`src/srf_pkg.sv`:
```
package srf_pkg;
    // Word and field widths
    localparam int          SRF_WORD_W     = 16;
    localparam int          SRF_ADDR_W     = 8;
    localparam int          SRF_CNT_W      = 5;
    localparam int          SRF_VEC_W      = 2;
    localparam int          SRF_NSRC       = 3;
    // Register byte offsets
    localparam logic [7:0]  SRF_OFS_BUF    = 8'h00;
    localparam logic [7:0]  SRF_OFS_FLAG   = 8'h04;
    localparam logic [7:0]  SRF_OFS_LEVEL  = 8'h08;
    localparam logic [7:0]  SRF_OFS_MASK   = 8'h0c;
    localparam logic [7:0]  SRF_OFS_VECA   = 8'h10;
    localparam logic [7:0]  SRF_OFS_VECB   = 8'h14;
    // Flag bit positions, shared by flag, level and mask registers
    localparam int          SRF_BIT_RXC    = 0;
    localparam int          SRF_BIT_OVR    = 1;
    localparam int          SRF_BIT_BER    = 2;
    // Status copy position inside the buffer word
    localparam int          SRF_BUF_STAT_LSB = 24;
    // Vector codes, zero means nothing pending
    localparam logic [1:0]  SRF_VEC_NONE   = 2'h0;
    localparam logic [1:0]  SRF_VEC_BER    = 2'h1;
    localparam logic [1:0]  SRF_VEC_OVR    = 2'h2;
    localparam logic [1:0]  SRF_VEC_RXC    = 2'h3;
    // Reset values
    localparam logic [2:0]  SRF_FLAG_RST   = 3'h0;
    localparam logic [2:0]  SRF_LEVEL_RST  = 3'h0;
    localparam logic [2:0]  SRF_MASK_RST   = 3'h0;
    localparam logic [31:0] SRF_ZERO32     = 32'h0000_0000;
endpackage : srf_pkg

```
`src/srf_rx_shift.sv`:
```
`timescale 1ns/1ps
// Serial receiver: samples link pins, shifts bits on rising link clock
module srf_rx_shift
    import srf_pkg::*;
#(
    parameter int WORD_W = SRF_WORD_W
) (
    input  wire logic              clk_i,
    input  wire logic              reset_n_i,
    input  wire logic              link_clk_i,
    input  wire logic              link_sel_n_i,
    input  wire logic              link_data_i,
    output logic [WORD_W-1:0]      word_o,
    output logic                   word_done_o,
    output logic                   frame_err_o
);
    // Two-stage synchronisers, first stage read only by second
    logic [2:0]        meta_r;
    logic [2:0]        sync_r;
    logic [2:0]        meta_nxt;
    logic [2:0]        sync_nxt;
    // Previous link clock and select, for edge finding
    logic              clk_prev_r;
    logic              sel_prev_r;
    // Shift register, bit count and outputs
    logic [WORD_W-1:0] shift_r;
    logic [WORD_W-1:0] shift_nxt;
    logic [SRF_CNT_W-1:0] cnt_r;
    logic [SRF_CNT_W-1:0] cnt_nxt;
    logic [WORD_W-1:0] word_nxt;
    logic              done_nxt;
    logic              err_nxt;
    logic              rise;
    logic              active;

    // Next-state: sync, edge detect, shift, word and frame checks
    always_comb begin
        meta_nxt  = {link_clk_i, link_sel_n_i, link_data_i};
        sync_nxt  = meta_r;
        active    = ~sync_r[1];
        rise      = sync_r[2] & ~clk_prev_r & active;
        shift_nxt = shift_r;
        cnt_nxt   = cnt_r;
        word_nxt  = word_o;
        done_nxt  = 1'b0;
        err_nxt   = 1'b0;
        if (!active) begin
            // Select high: partial word is a framing bit error
            cnt_nxt = '0;
            if (!sel_prev_r && cnt_r != '0) begin
                err_nxt = 1'b1;
            end
        end else if (rise) begin
            // MSB first
            shift_nxt = {shift_r[WORD_W-2:0], sync_r[0]};
            if (cnt_r == SRF_CNT_W'(WORD_W - 1)) begin
                cnt_nxt  = '0;
                word_nxt = {shift_r[WORD_W-2:0], sync_r[0]};
                done_nxt = 1'b1;
            end else begin
                cnt_nxt = cnt_r + SRF_CNT_W'(1);
            end
        end
    end

    // Registers only
    always_ff @(posedge clk_i or negedge reset_n_i) begin
        if (!reset_n_i) begin
            meta_r      <= 3'h2;
            sync_r      <= 3'h2;
            clk_prev_r  <= 1'b0;
            sel_prev_r  <= 1'b1;
            shift_r     <= '0;
            cnt_r       <= '0;
            word_o      <= '0;
            word_done_o <= 1'b0;
            frame_err_o <= 1'b0;
        end else begin
            meta_r      <= meta_nxt;
            sync_r      <= sync_nxt;
            clk_prev_r  <= sync_r[2];
            sel_prev_r  <= sync_r[1];
            shift_r     <= shift_nxt;
            cnt_r       <= cnt_nxt;
            word_o      <= word_nxt;
            word_done_o <= done_nxt;
            frame_err_o <= err_nxt;
        end
    end
endmodule : srf_rx_shift

```
`src/srf_top.sv`:
```
// Added by the designer: the address map and the plain strobed port.
`timescale 1ns/1ps
// Function
// - Flag register read never drops new error flags
// - Buffer status read never drops error flags
// - Buffer read clears receive flag, set wins
// - Overrun write-clear lost to receive set only when a word lands over an unread one
// - Overrun always set, even during buffer read
// - Two interrupt levels, one vector each
module srf_top
    import srf_pkg::*;
#(
    parameter int WORD_W = SRF_WORD_W
) (
    input  wire logic                  clk_i,
    input  wire logic                  reset_n_i,
    // Register port
    input  wire logic [SRF_ADDR_W-1:0] addr_i,
    input  wire logic [31:0]           wdata_i,
    input  wire logic                  wr_i,
    input  wire logic                  rd_i,
    output logic [31:0]                rdata_o,
    // Serial link pins
    input  wire logic                  link_clk_i,
    input  wire logic                  link_sel_n_i,
    input  wire logic                  link_data_i,
    // Interrupts
    output logic                       irq_o,
    output logic                       irq_level_a_o,
    output logic                       irq_level_b_o
);
    // Flag, level select, mask and receive buffer state
    logic [SRF_NSRC-1:0] flag_r;
    logic [SRF_NSRC-1:0] flag_nxt;
    logic [SRF_NSRC-1:0] level_r;
    logic [SRF_NSRC-1:0] level_nxt;
    logic [SRF_NSRC-1:0] mask_r;
    logic [SRF_NSRC-1:0] mask_nxt;
    logic [WORD_W-1:0]   buf_r;
    logic [WORD_W-1:0]   buf_nxt;
    logic [31:0]         rdata_nxt;
    logic                irq_nxt;
    logic                irq_a_nxt;
    logic                irq_b_nxt;
    // Receiver outputs
    logic [WORD_W-1:0]   rx_word;
    logic                rx_done;
    logic                rx_err;
    // Event and clear terms
    logic [SRF_NSRC-1:0] set_ev;
    logic [SRF_NSRC-1:0] clr_ev;
    logic [SRF_NSRC-1:0] pend;
    logic [1:0]          vec_a;
    logic [1:0]          vec_b;
    // Register strobes decoded against their offsets
    logic                wr_flag;
    logic                wr_level;
    logic                wr_mask;
    logic                rd_buf;

    // Highest-priority pending source of one level; errors first
    function automatic logic [1:0] srf_vector(
        input logic [SRF_NSRC-1:0] p,
        input logic [SRF_NSRC-1:0] sel
    );
        logic [SRF_NSRC-1:0] m;
        m = p & sel;
        if (m[SRF_BIT_BER]) begin
            srf_vector = SRF_VEC_BER;
        end else if (m[SRF_BIT_OVR]) begin
            srf_vector = SRF_VEC_OVR;
        end else if (m[SRF_BIT_RXC]) begin
            srf_vector = SRF_VEC_RXC;
        end else begin
            srf_vector = SRF_VEC_NONE;
        end
    endfunction : srf_vector

    // One strobe aimed at one register offset
    function automatic logic srf_hit(
        input logic                  strobe,
        input logic [SRF_ADDR_W-1:0] a,
        input logic [SRF_ADDR_W-1:0] ofs
    );
        srf_hit = strobe && (a == ofs);
    endfunction : srf_hit

    // Link receiver
    srf_rx_shift #(
        .WORD_W       (WORD_W)
    ) u_rx (
        .clk_i        (clk_i),
        .reset_n_i    (reset_n_i),
        .link_clk_i   (link_clk_i),
        .link_sel_n_i (link_sel_n_i),
        .link_data_i  (link_data_i),
        .word_o       (rx_word),
        .word_done_o  (rx_done),
        .frame_err_o  (rx_err)
    );

    // Strobe decode, shared by flag and control logic
    always_comb begin
        wr_flag  = srf_hit(wr_i, addr_i, SRF_OFS_FLAG);
        wr_level = srf_hit(wr_i, addr_i, SRF_OFS_LEVEL);
        wr_mask  = srf_hit(wr_i, addr_i, SRF_OFS_MASK);
        // Only buffer reads have a side effect
        rd_buf   = srf_hit(rd_i, addr_i, SRF_OFS_BUF);
    end

    // Flag set and clear terms
    always_comb begin
        set_ev = '0;
        clr_ev = '0;
        // New word raises receive flag
        set_ev[SRF_BIT_RXC] = rx_done;
        // New word over unread word: overrun, whatever bus does
        set_ev[SRF_BIT_OVR] = rx_done & flag_r[SRF_BIT_RXC];
        // Cut frame raises the bit error flag
        set_ev[SRF_BIT_BER] = rx_err;
        // Buffer read clears receive flag
        if (rd_buf) begin
            clr_ev[SRF_BIT_RXC] = 1'b1;
        end
        // Flag register reads are not decoded: they never clear
        // Write one to clear any flag
        if (wr_flag) begin
            clr_ev = wdata_i[SRF_NSRC-1:0];
        end
    end

    // Next values of flags, control and buffer
    always_comb begin
        // Set beats clear; reads alone never touch error flags
        flag_nxt  = set_ev | (flag_r & ~clr_ev);
        level_nxt = level_r;
        mask_nxt  = mask_r;
        // Newest word always lands, even over an unread one
        buf_nxt   = rx_done ? rx_word : buf_r;
        // Level select held unless written
        if (wr_level) begin
            level_nxt = wdata_i[SRF_NSRC-1:0];
        end
        // Mask held unless written
        if (wr_mask) begin
            mask_nxt = wdata_i[SRF_NSRC-1:0];
        end
    end

    // Pending interrupts and per-level vectors
    always_comb begin
        pend  = flag_r & mask_r;
        // Level select bit low: level A, high: level B
        vec_a = srf_vector(pend, ~level_r);
        vec_b = srf_vector(pend, level_r);
        // Next values, so interrupts move with the flags
        irq_a_nxt = |(flag_nxt & mask_nxt & ~level_nxt);
        irq_b_nxt = |(flag_nxt & mask_nxt & level_nxt);
        irq_nxt   = |(flag_nxt & mask_nxt);
    end

    // Read data mux, answered one cycle after strobe
    always_comb begin
        rdata_nxt = SRF_ZERO32;
        if (rd_i) begin
            case (addr_i)
                SRF_OFS_BUF: begin
                    // Status copy above the data; errors untouched
                    rdata_nxt[WORD_W-1:0] = buf_r;
                    rdata_nxt[SRF_BUF_STAT_LSB +: SRF_NSRC] = flag_r;
                end
                SRF_OFS_FLAG: begin
                    rdata_nxt[SRF_NSRC-1:0] = flag_r;
                end
                SRF_OFS_LEVEL: begin
                    rdata_nxt[SRF_NSRC-1:0] = level_r;
                end
                SRF_OFS_MASK: begin
                    rdata_nxt[SRF_NSRC-1:0] = mask_r;
                end
                SRF_OFS_VECA: begin
                    rdata_nxt[SRF_VEC_W-1:0] = vec_a;
                end
                SRF_OFS_VECB: begin
                    rdata_nxt[SRF_VEC_W-1:0] = vec_b;
                end
                default: begin
                    // Unmapped reads return zero
                    rdata_nxt = SRF_ZERO32;
                end
            endcase
        end
    end

    // Registers only
    always_ff @(posedge clk_i or negedge reset_n_i) begin
        if (!reset_n_i) begin
            // No flags, all on level A, everything masked
            flag_r        <= SRF_FLAG_RST;
            level_r       <= SRF_LEVEL_RST;
            mask_r        <= SRF_MASK_RST;
            buf_r         <= '0;
            rdata_o       <= SRF_ZERO32;
            irq_o         <= 1'b0;
            irq_level_a_o <= 1'b0;
            irq_level_b_o <= 1'b0;
        end else begin
            // Every register loads on every edge
            flag_r        <= flag_nxt;
            level_r       <= level_nxt;
            mask_r        <= mask_nxt;
            buf_r         <= buf_nxt;
            rdata_o       <= rdata_nxt;
            irq_o         <= irq_nxt;
            irq_level_a_o <= irq_a_nxt;
            irq_level_b_o <= irq_b_nxt;
        end
    end
endmodule : srf_top
```
`config.mk`:
```
export PLATFORM = sky130hd
export DESIGN_NAME = srf_top
export DESIGN_NICKNAME = d
export VERILOG_FILES = /design/src/srf_pkg.sv /design/src/srf_rx_shift.sv /design/src/srf_top.sv
export SDC_FILE = /design/constraint.sdc
export NUM_CORES = 1
export LEC_CHECK = 0
export ABC_AREA = 1
export BUFFER_PORTS_ARGS = -buffer_cell sky130_fd_sc_hd__buf_2
export CORE_MARGIN = 4
export CORE_UTILIZATION = 40
export CTS_CLUSTER_SIZE = 8
export DETAILED_ROUTE_END_ITERATION = 8
export PLACE_DENSITY = 0.69
export SETUP_SLACK_MARGIN = 0.3
export SKIP_LAST_GASP = 1
export SLEW_MARGIN = 20
export SYNTH_ARGS = -nofsm -noshare
export SYNTH_HDL_FRONTEND = slang
export SYNTH_HIERARCHICAL = 1
export SYNTH_SLANG_ARGS = --single-unit
```
`constraint.sdc`:
```
create_clock -name clk_i -period 1.8 [get_ports clk_i]
set_clock_uncertainty 0.2 [all_clocks]
set_input_delay 0.18 -clock clk_i [delete_from_list [all_inputs] [get_ports clk_i]]
set_output_delay 0.18 -clock clk_i [all_outputs]
set_load 0.005 [all_outputs]
```
==> results.toml, run 1 <==
[final_layout]
nNetsFinal = 537
nFillCells = 866
antenna_cells = 0
register_area_um2 = 2330
fin_util_pct = 49.7
layout-drive-gt1-share_pct = 21.3
area_delta_synth_final_pct = 18.8
multi_input_area_um2 = 1390

[worst_setup_path]
slowest_stage = "dfrtp_1"
max_stage_delay_ns = 0.43
path_class = "reg -> reg"
cp-end-kind = "flop"
worst-endpoint-required_ns = 1.85
critPathTopFamily = "flip-flops"
cp-start-kind = "flop"
cp_max_fo = 4
crit_buf_inv = 3
arrival_ns = 1.53
crit_chain = "buf_6, buf_6, inv_4, ha_4, nand2_2, nor3_2, nor3_2"

[global_routing]
gr-total-overflow = 0
gr-usage-met3_pct = 2.47
grtUsageMet2_pct = 22.7
grt_pass1_vias = 2890
gr-usage-all-layers_pct = 13.5
grt_busiest_layer = "met2"
grt_pass1_wl_mm = 12.4
grt_max_degree = 40
gr-usage-met1_pct = 16.6
antenna_found_initial = 0

[yosys]
synth_area_um2 = 3920
syn_area_per_cell_um2 = 9.16
yosysWarnings = 6
yosysSeqAreaShare_pct = 59.4
synth_edf_count = 0
synth_area_leader_cell = "dfrtp_1"
synthArstFlopShare_pct = 100
ys_types = 30
netlist.area_leader.share_pct = 57.4
synthTopCellsByCount = "nand2_1 (162), dfrtp_1 (90), inv_1 (37)"
synth_area_leaders = "dfrtp_1 (57%), nand2_1 (16%), inv_1 (3.5%), nand3_1 (3.1%), buf_4 (2.9%)"
synth_seq_cells = 93
ys.flop_type = "dfrtp_1"
syn_inst = 428
synth_most_common_cell = "nand2_1"

[clock_network]
cts_buffers = 9
clk_latency_ns = 0.35
path_clk_slew_ns = 0.09
htree_levels = 3
cts_tree = "yes"
max-clock-path-buffers = 2
clock_tree.root_cell = "clkbuf_8"
clock-sinks = 93

[timing]
period_minus_slack_ns = 1.48
setup_violations = 0
final_max_slew_viol_count = 0
final.setup.tns_ns = 0
relSlewSlack_pct = 63.8
grt_setup_unrepaired = "true"
hold_violations = 0
period_share_pct = 82.3
max_freq_mhz = 675
tightest_slew_ns = 0.543

[power]
p_comb_share_pct = 6.9
seqPwrFrac_pct = 56.8
power_frac_clock_pct = 36.3
p_int_w = 0.00299
totalPowerFinal_w = 0.00391
p_switching_w = 0.000920
sw_frac_of_total_pct = 23.5
ir_drop_mv = 0.363
power.leakage_nw = 2.43
p_per_area_nw_per_um2 = 840

[drt]
avgViaCountPerCell = 4.64
drt_iter0_markers = 194
drt.antenna.violating_nets = 0
wl_per_cell_um = 11.8
drtPass1Iterations = 4
remaining_drc_errors = 0
wl_mm = 7.33
route.vias.total = 2884

[die]
die_w_um = 107
die_area_um2 = 11500
die_h_um = 107
ios = 82
row_count = 35
start_util_pct = 41.8
design.core.area_um2 = 9370

[outcome]
outcome = "finished, final reports clean"

[hold_path]
hold_class = "in -> reg"

[place]
numPortBuffers = 39
gp_congestion = 0.811
dp_hpwl_mm = 5.00

[run]
cap_violations = 0
[tightest hold or removal path, delay by kind of cell]
family / cells / cell delay, ns
buffers and inverters: 1 / 0.15
and+or+nand+nor: 1 / 0.14
AOI/OAI and AO/OA: 1 / 0.08
[metrics by stage]
stage | cells | cell area (µm²) | setup slack, ns | hold slack [ns]
after floorplan | 440 | 3970 | 0.344 | -0.316
after global placement | 591 | 4230 | 0.257 | -0.00927
after detailed placement | 591 | 4230 | 0.203 | -0.0000290
after CTS | 618 | 4560 | 0.304 | 0.0223
after global routing | 622 | 4660 | 0.266 | 0.0496
final | 622 | 4660 | 0.319 | 0.0376
[sequential cells by signal (all words and copies together), names as in the netlist]
name / flops
irq_level_a_o: 1
u_rx/clk_prev_r: 1
u_rx/sel_prev_r: 1
flag_r: 3
buf_r: 16
level_r: 3
u_rx/sync_r: 3
irq_o: 1
u_rx/shift_r: 15
u_rx/cnt_r: 5
u_rx/word_done_o: 1
rdata_o: 19
irq_level_b_o: 1
u_rx/meta_r: 3
mask_r: 3
u_rx/word_o: 16
u_rx/frame_err_o: 1
[kinds of logic after synthesis]
| group | count (synthesis) | share of synthesized area (%) |
|---|---|---|
| simple gates | 236 | 27.0 |
| other cells | 1 | 0.0956 |
| buf+inv | 63 | 8.04 |
| flops | 93 | 59.4 |
| compound gates | 32 | 4.56 |
| fa+ha+maj | 2 | 0.638 |
| xor+xnor | 1 | 0.223 |
[area by class of cell]
type	instances	share of cell area, %
inverters	41	3.46
flip-flops and latches	93	50.1
well taps	129	3.46
clock buffers	12	3.33
multi-input cells	285	29.8
repair buffers	58	8.70
clock inverters	4	1.18
[placed cells by master (no fill, tap or decap)]
master	instances
xnor2_1	1
nor2_1	25
inv_2	2
nand4_1	2
o21ai_2	4
buf_12	3
inv_4	1
nand2_1	160
a41oi_1	1
buf_6	2
clkinv_4	2
clkinv_1	1
conb_1	13
a21oi_1	4
clkinvlp_4	1
dfstp_2	3
inv_6	1
nor3_2	4
dfrtp_1	89
nand2_4	4
nand3_4	4
nand3_1	23
o21ai_0	20
nand2_2	6
ha_4	2
dlygate4sd3_1	8
nand3b_1	1
inv_1	36
o21ai_1	3
nor2_4	6
buf_2	38
nor2_2	2
dfrtp_2	1
buf_4	7
clkbuf_8	11
bufinv_16	1
clkbuf_1	1
[final timing paths]
kind / slack [ns] / start / cells past startpoint / to
setup / recovery: 0.32 / u_rx/cnt_r[0] / 7 / u_rx/frame_err_o
max in group asynchronous: 0.72 / reset_n_i / 3 / rdata_o[0]
hold / removal: 0.04 / wr_i / 3 / mask_r[1]
min in group asynchronous: 0.13 / reset_n_i / 2 / u_rx/word_o[6]
hold reg to reg: 0.15 / u_rx/meta_r[1] / 0 / u_rx/sync_r[1]
setup reg to reg: 0.32 / u_rx/cnt_r[0] / 7 / u_rx/frame_err_o
[power by group through the flow]
stage          registers [W]  clock network (W)  logic [W]
4_1_cts              0.00222            0.00147   0.000256
3_5_place_dp         0.00226                  0   0.000236
2_1_floorplan        0.00225                  0   0.000145
3_3_place_gp         0.00226                  0   0.000227
5_1_grt              0.00223            0.00156   0.000309
6_report             0.00222            0.00142   0.000270
[metal layers]
layer  part of all wire (%)  wire, µm
met5                      0         0
met1                     45      3310
met2                     48      3520
met3                    4.6       338
met4                    2.3       169
[repair_timing]
item                                   in CTS  in global routing
endpoints found under the hold margin      70                  0
gates cloned                                0                  1
setup endpoints to repair                  17                 19
hold buffers                                8                  0
pin swaps                                   1                  5
buffers inserted                            3                  3
resized for setup                           0                 17
(Power assumes the default switching activity.)
==> run 2: changes to the inputs <==
Settings changed: PLACE_DENSITY 0.69 to 0.72.
Clock period 1.8 ns to 1.21 ns, I/O delays scaled along.
==> run 2 against run 1 <==
  * The flow now finishes with violations (negative hold slack, negative setup slack)
  * Core utilization rose by 11 points
  * First-iteration DRC count fell by 18%
  * Die area did not move
  * Sequential share of layout area fell by 8.7 points
  * Final cell count rose by 6.1%
  * Final area rose by 21%
  * Worst setup slack got worse by 0.55 ns
  * Via count rose by 10%
==> results.toml, run 2 (synthesis results as in run 1) <==
[timing]
final_max_slew_viol_count = 0
hold_violations = 26
period_minus_slack_ns = 1.44
setup_slack_ns = -0.231
max_freq_mhz = 694
period_share_pct = 119
grt_setup_unrepaired = "true"
hold_slack_ns = -0.157
final.setup.tns_ns = -6.98
setup_violations = 45

[die]
start_util_pct = 41.8
die_h_um = 107
design.core.area_um2 = 9370
ios = 82
die_area_um2 = 11500
die_w_um = 107
row_count = 35

[global_routing]
gr-total-overflow = 0
grt_pass1_vias = 2939
gr-usage-all-layers_pct = 14.6
grt_max_degree = 52
antenna_found_initial = 0
grt_pass1_wl_mm = 13.5

[drt]
drt.antenna.violating_nets = 0
wl_mm = 9.51
remaining_drc_errors = 0
route.vias.total = 3173
wl_per_cell_um = 14.4
drt_iter0_markers = 159
drtPass1Iterations = 4
avgViaCountPerCell = 4.81

[outcome]
outcome = "finished with violations"
violations = "negative hold slack, negative setup slack"

[final_layout]
nFillCells = 692
top_regs = "rdata_o: 19 flops, buf_r: 16 flops, u_rx/word_o: 16 flops"
area_delta_synth_final_pct = 44.2
nNetsFinal = 575
largest-register = "rdata_o"
largest_reg_flops = 19
fin_util_pct = 60.3
final_cell_mix = "nand2_1 (97), dfrtp_1 (84), nand2_2 (48)"
layout_commonest_cell = "nand2_1"
antenna_cells = 0
layout-drive-gt1-share_pct = 51.6

[clock_network]
path_clk_slew_ns = 0.10
clock-sinks = 93
cts_hold_buf = 4
max-clock-path-buffers = 2
cts_tree = "yes"
cts_buffers = 9
clock_tree.root_cell = "clkbuf_8"
clk_latency_ns = 0.36
htree_levels = 3

[worst_setup_path]
path_class = "reg -> reg"
arrival_ns = 1.50
cp-end-kind = "flop"
crit_chain = "ha_4, nand3_4, nor2_4, nand2_4, nand2_2, nand2_1"
slowest_stage = "dfrtp_1"
worst-endpoint-required_ns = 1.27
cp-start-kind = "flop"
max_stage_delay_ns = 0.41
cp_max_fo = 8

[power]
power_frac_clock_pct = 35.9
sw_frac_of_total_pct = 26.8
seqPwrFrac_pct = 54.6
p_comb_share_pct = 9.4
power.leakage_nw = 3.01
p_switching_w = 0.00163
totalPowerFinal_w = 0.00610
p_per_area_nw_per_um2 = 1080
p_int_w = 0.00447
ir_drop_mv = 0.481

[hold_path]
hold_class = "in -> reg"

[place]
dp_hpwl_mm = 5.00
post-place-ws_ns = -0.196
gp_congestion = 0.825
numPortBuffers = 39

[run]
cap_violations = 0
==> run 2: cell types whose count changed in the layout (fill, tap and decap cells not counted), sizes merged <==
cell and change:
clkbuf -3, dlygate4sd3 -4, inv +4, buf +40, nand2 +1
==> run 2: routing by layer <==
metal | track usage, % | vias up | share of wire, %
met4 | 4.93 | 0 | 2.9
met3 | 3.31 | 28 | 5.2
met1 | 18.6 | 1538 | 41
met5 | 0 | - | 0
li1 | - | 1494 | -
met2 | 24.5 | 113 | 51
==> run 2: path summary, 6_finish.rpt <==
| path | to | slack [ns] | startpoint | cells past startpoint |
|---|---|---|---|---|
| hold reg to reg | u_rx/sync_r[0] | 0.16 | u_rx/meta_r[0] | 0 |
| setup reg to reg | u_rx/word_o[3] | -0.23 | u_rx/cnt_r[0] | 6 |
| max in group asynchronous | u_rx/meta_r[1] | 0.40 | reset_n_i | 3 |
| hold / removal | level_r[0] | -0.16 | wdata_i[0] | 3 |
| setup / recovery | u_rx/word_o[3] | -0.23 | u_rx/cnt_r[0] | 6 |
| min in group asynchronous | rdata_o[8] | 0.08 | reset_n_i | 3 |
==> run 2: what timing repair did <==
action / in CTS / in global routing
pin swaps: 22 / 28
endpoints found under the hold margin: 125 / 28
gates cloned: 5 / 1
setup buffers: 14 / 8
setup endpoints to repair: 92 / 108
gates resized for setup: 76 / 116
==> run 2: through the flow <==
stage,std cells,cell area [µm²]
after floorplan,440,4070
after global placement,612,4490
after detailed placement,612,4490
after CTS,651,5170
after global routing,660,5660
final,660,5660
==> run 2: power groups by stage <==
stage               logic (W)  clock network [W]  registers (W)
floorplan            0.000230                  0        0.00335
global placement     0.000404                  0        0.00336
detailed placement   0.000414                  0        0.00337
CTS                  0.000490            0.00221        0.00332
global route         0.000634            0.00238        0.00335
finish               0.000575            0.00219        0.00333
==> run 2: critical path: cells and delay by family, from the launching register on <==
kind / cells / cell delay, ns
adder cells (fa/ha/maj): 1 / 0.17
flip-flops: 1 / 0.41
AND/OR/NAND/NOR: 5 / 0.55
==> run 2: cell type report <==
cell class                 count  area (µm²)  share of cell area [%]
clock buffer                   9         124                    2.19
timing repair inverter         1        11.3                   0.199
tap                          129         161                    2.85
timing repair buffer          94         825                    14.6
sequential                    93        2340                    41.3
inverter                      41         174                    3.08
clock inverter                 7        88.8                    1.57
multi-input combinational    286        1930                    34.2
==> run 3: changes to the inputs <==
Clock period 1.21 ns to 1.3 ns, I/O delays scaled along.
==> run 3 against run 2 <==
  * The flow still finishes with violations (negative hold slack, negative setup slack)
  * Combinational power shrank 16%
  * Final cell count shrank 1.2%
  * Hold slack gained 0.066 ns
  * Die area is the same
  * Worst setup slack gained 0.065 ns
  * Critical path type unchanged
  * Largest cell class unchanged
  * Largest power group unchanged
==> results.toml, run 3 (synthesis results as in run 1) <==
[outcome]
outcome = "finished with violations"
violations = "negative hold slack, negative setup slack"

[final_layout]
final_cell_mix = "nand2_1 (115), dfrtp_1 (85), buf_2 (38)"
fin_util_pct = 57.0
layout-drive-gt1-share_pct = 42.3
largest-register = "rdata_o"
area_delta_synth_final_pct = 36.2
post-route-cell-area_um2 = 5340
antenna_cells = 0
layout_commonest_cell = "nand2_1"
top_regs = "rdata_o: 19 flops, buf_r: 16 flops, u_rx/word_o: 16 flops"
nNetsFinal = 567
largest_reg_flops = 19

[clock_network]
htree_levels = 3
cts_hold_buf = 5
clock_tree.root_cell = "clkbuf_8"
clk_latency_ns = 0.37
max-clock-path-buffers = 2
cts_tree = "yes"
cts_buffers = 9
clock-sinks = 93
path_clk_slew_ns = 0.10

[die]
ios = 82
design.core.area_um2 = 9370
die_w_um = 107
start_util_pct = 41.8
die_area_um2 = 11500
row_count = 35
die_h_um = 107

[hold_path]
hold_class = "in -> reg"

[power]
power_frac_clock_pct = 34.5
seqPwrFrac_pct = 56.7
power.leakage_nw = 2.87
p_switching_w = 0.00151
ir_drop_mv = 0.533
p_comb_share_pct = 8.8
sw_frac_of_total_pct = 27.6
p_per_area_nw_per_um2 = 1020
p_int_w = 0.00396

[timing]
final_max_slew_viol_count = 0
setup_violations = 39
grt_setup_unrepaired = "true"
setup_slack_ns = -0.166
hold_slack_ns = -0.0915
hold_violations = 46
final.setup.tns_ns = -4.24
period_share_pct = 113
max_freq_mhz = 682
period_minus_slack_ns = 1.47

[drt]
remaining_drc_errors = 0
avgViaCountPerCell = 4.67
drt.antenna.violating_nets = 0
wl_per_cell_um = 12.7
drtPass1Iterations = 4
wl_mm = 8.28
route.vias.total = 3048
drt_iter0_markers = 111

[worst_setup_path]
cp_max_fo = 8
path_class = "reg -> reg"
cp-start-kind = "flop"
arrival_ns = 1.53
worst-endpoint-required_ns = 1.36
cp-end-kind = "flop"

[place]
placed_area_um2 = 4490
dp_hpwl_mm = 5.23
gp_congestion = 0.830
numPortBuffers = 39

[global_routing]
antenna_found_initial = 0
grt_max_degree = 28
grt_pass1_vias = 3057
gr-usage-all-layers_pct = 14.8
gr-total-overflow = 0
grt_pass1_wl_mm = 13.6

[run]
cap_violations = 0
[run 3: final cells by class]
| cell class | count | area (µm²) |
|---|---|---|
| well taps | 129 | 161 |
| inverters | 41 | 174 |
| clock inverters | 7 | 72.6 |
| flip-flops and latches | 93 | 2340 |
| repair buffers | 87 | 742 |
| fillers | 775 | 4030 |
| repair inverters | 1 | 11.3 |
| clock buffers | 9 | 124 |
| multi-input cells | 285 | 1720 |
[run 3: worst max-delay path, cell delays in order (launching register included)]
cell	delay, ns
dfrtp_1	0.41
ha_4	0.18
nand3_4	0.08
nor2_4	0.22
nand2_4	0.14
nand2_1	0.08
nand2_1	0.05
[run 3: worst paths after layout]
| path | slack, ns | to | startpoint | cells past startpoint |
|---|---|---|---|---|
| setup / recovery | -0.17 | u_rx/word_o[6] | u_rx/cnt_r[1] | 6 |
| hold / removal | -0.09 | level_r[1] | wdata_i[1] | 3 |
| setup reg to reg | -0.17 | u_rx/word_o[6] | u_rx/cnt_r[1] | 6 |
| hold reg to reg | 0.16 | u_rx/sync_r[2] | u_rx/meta_r[2] | 0 |
| max in group asynchronous | 0.42 | u_rx/sel_prev_r | reset_n_i | 3 |
| min in group asynchronous | -0.03 | rdata_o[12] | reset_n_i | 2 |
[run 3: power groups by stage]
stage                     combinational (W)  sequential, W  clock [W]
final                              0.000483        0.00310    0.00189
after global routing               0.000545        0.00311    0.00209
after CTS                          0.000450        0.00308    0.00194
after detailed placement           0.000390        0.00313          0
after global placement             0.000372        0.00312          0
after floorplan                    0.000212        0.00312          0
[run 3: what timing repair did]
action | in CTS | in global routing
setup endpoints to repair | 83 | 89
endpoints found under the hold margin | 126 | 30
setup buffers | 4 | 8
pin swaps | 19 | 20
gates resized for setup | 46 | 81
gates cloned | 3 | 3
[run 3: routing by layer]
layer / GRT usage (%) / up-vias / routed length (µm)
li1: - / 1478 / -
met1: 17.3 / 1459 / 3450
met2: 25.8 / 95 / 4240
met3: 3.07 / 16 / 442
met4: 7.40 / 0 / 150
met5: 0 / - / 0
[run 3: through the flow]
step                      hold WS, ns  instances  worst slack [ns]  total power [W]
after global routing          -0.0946        652            -0.234          0.00574
final                         -0.0915        652            -0.166          0.00547
after floorplan                -0.366        440            -0.137          0.00333
after CTS                      -0.126        641            -0.130          0.00548
after detailed placement       -0.130        613            -0.147          0.00352
after global placement         -0.137        613            -0.107          0.00350
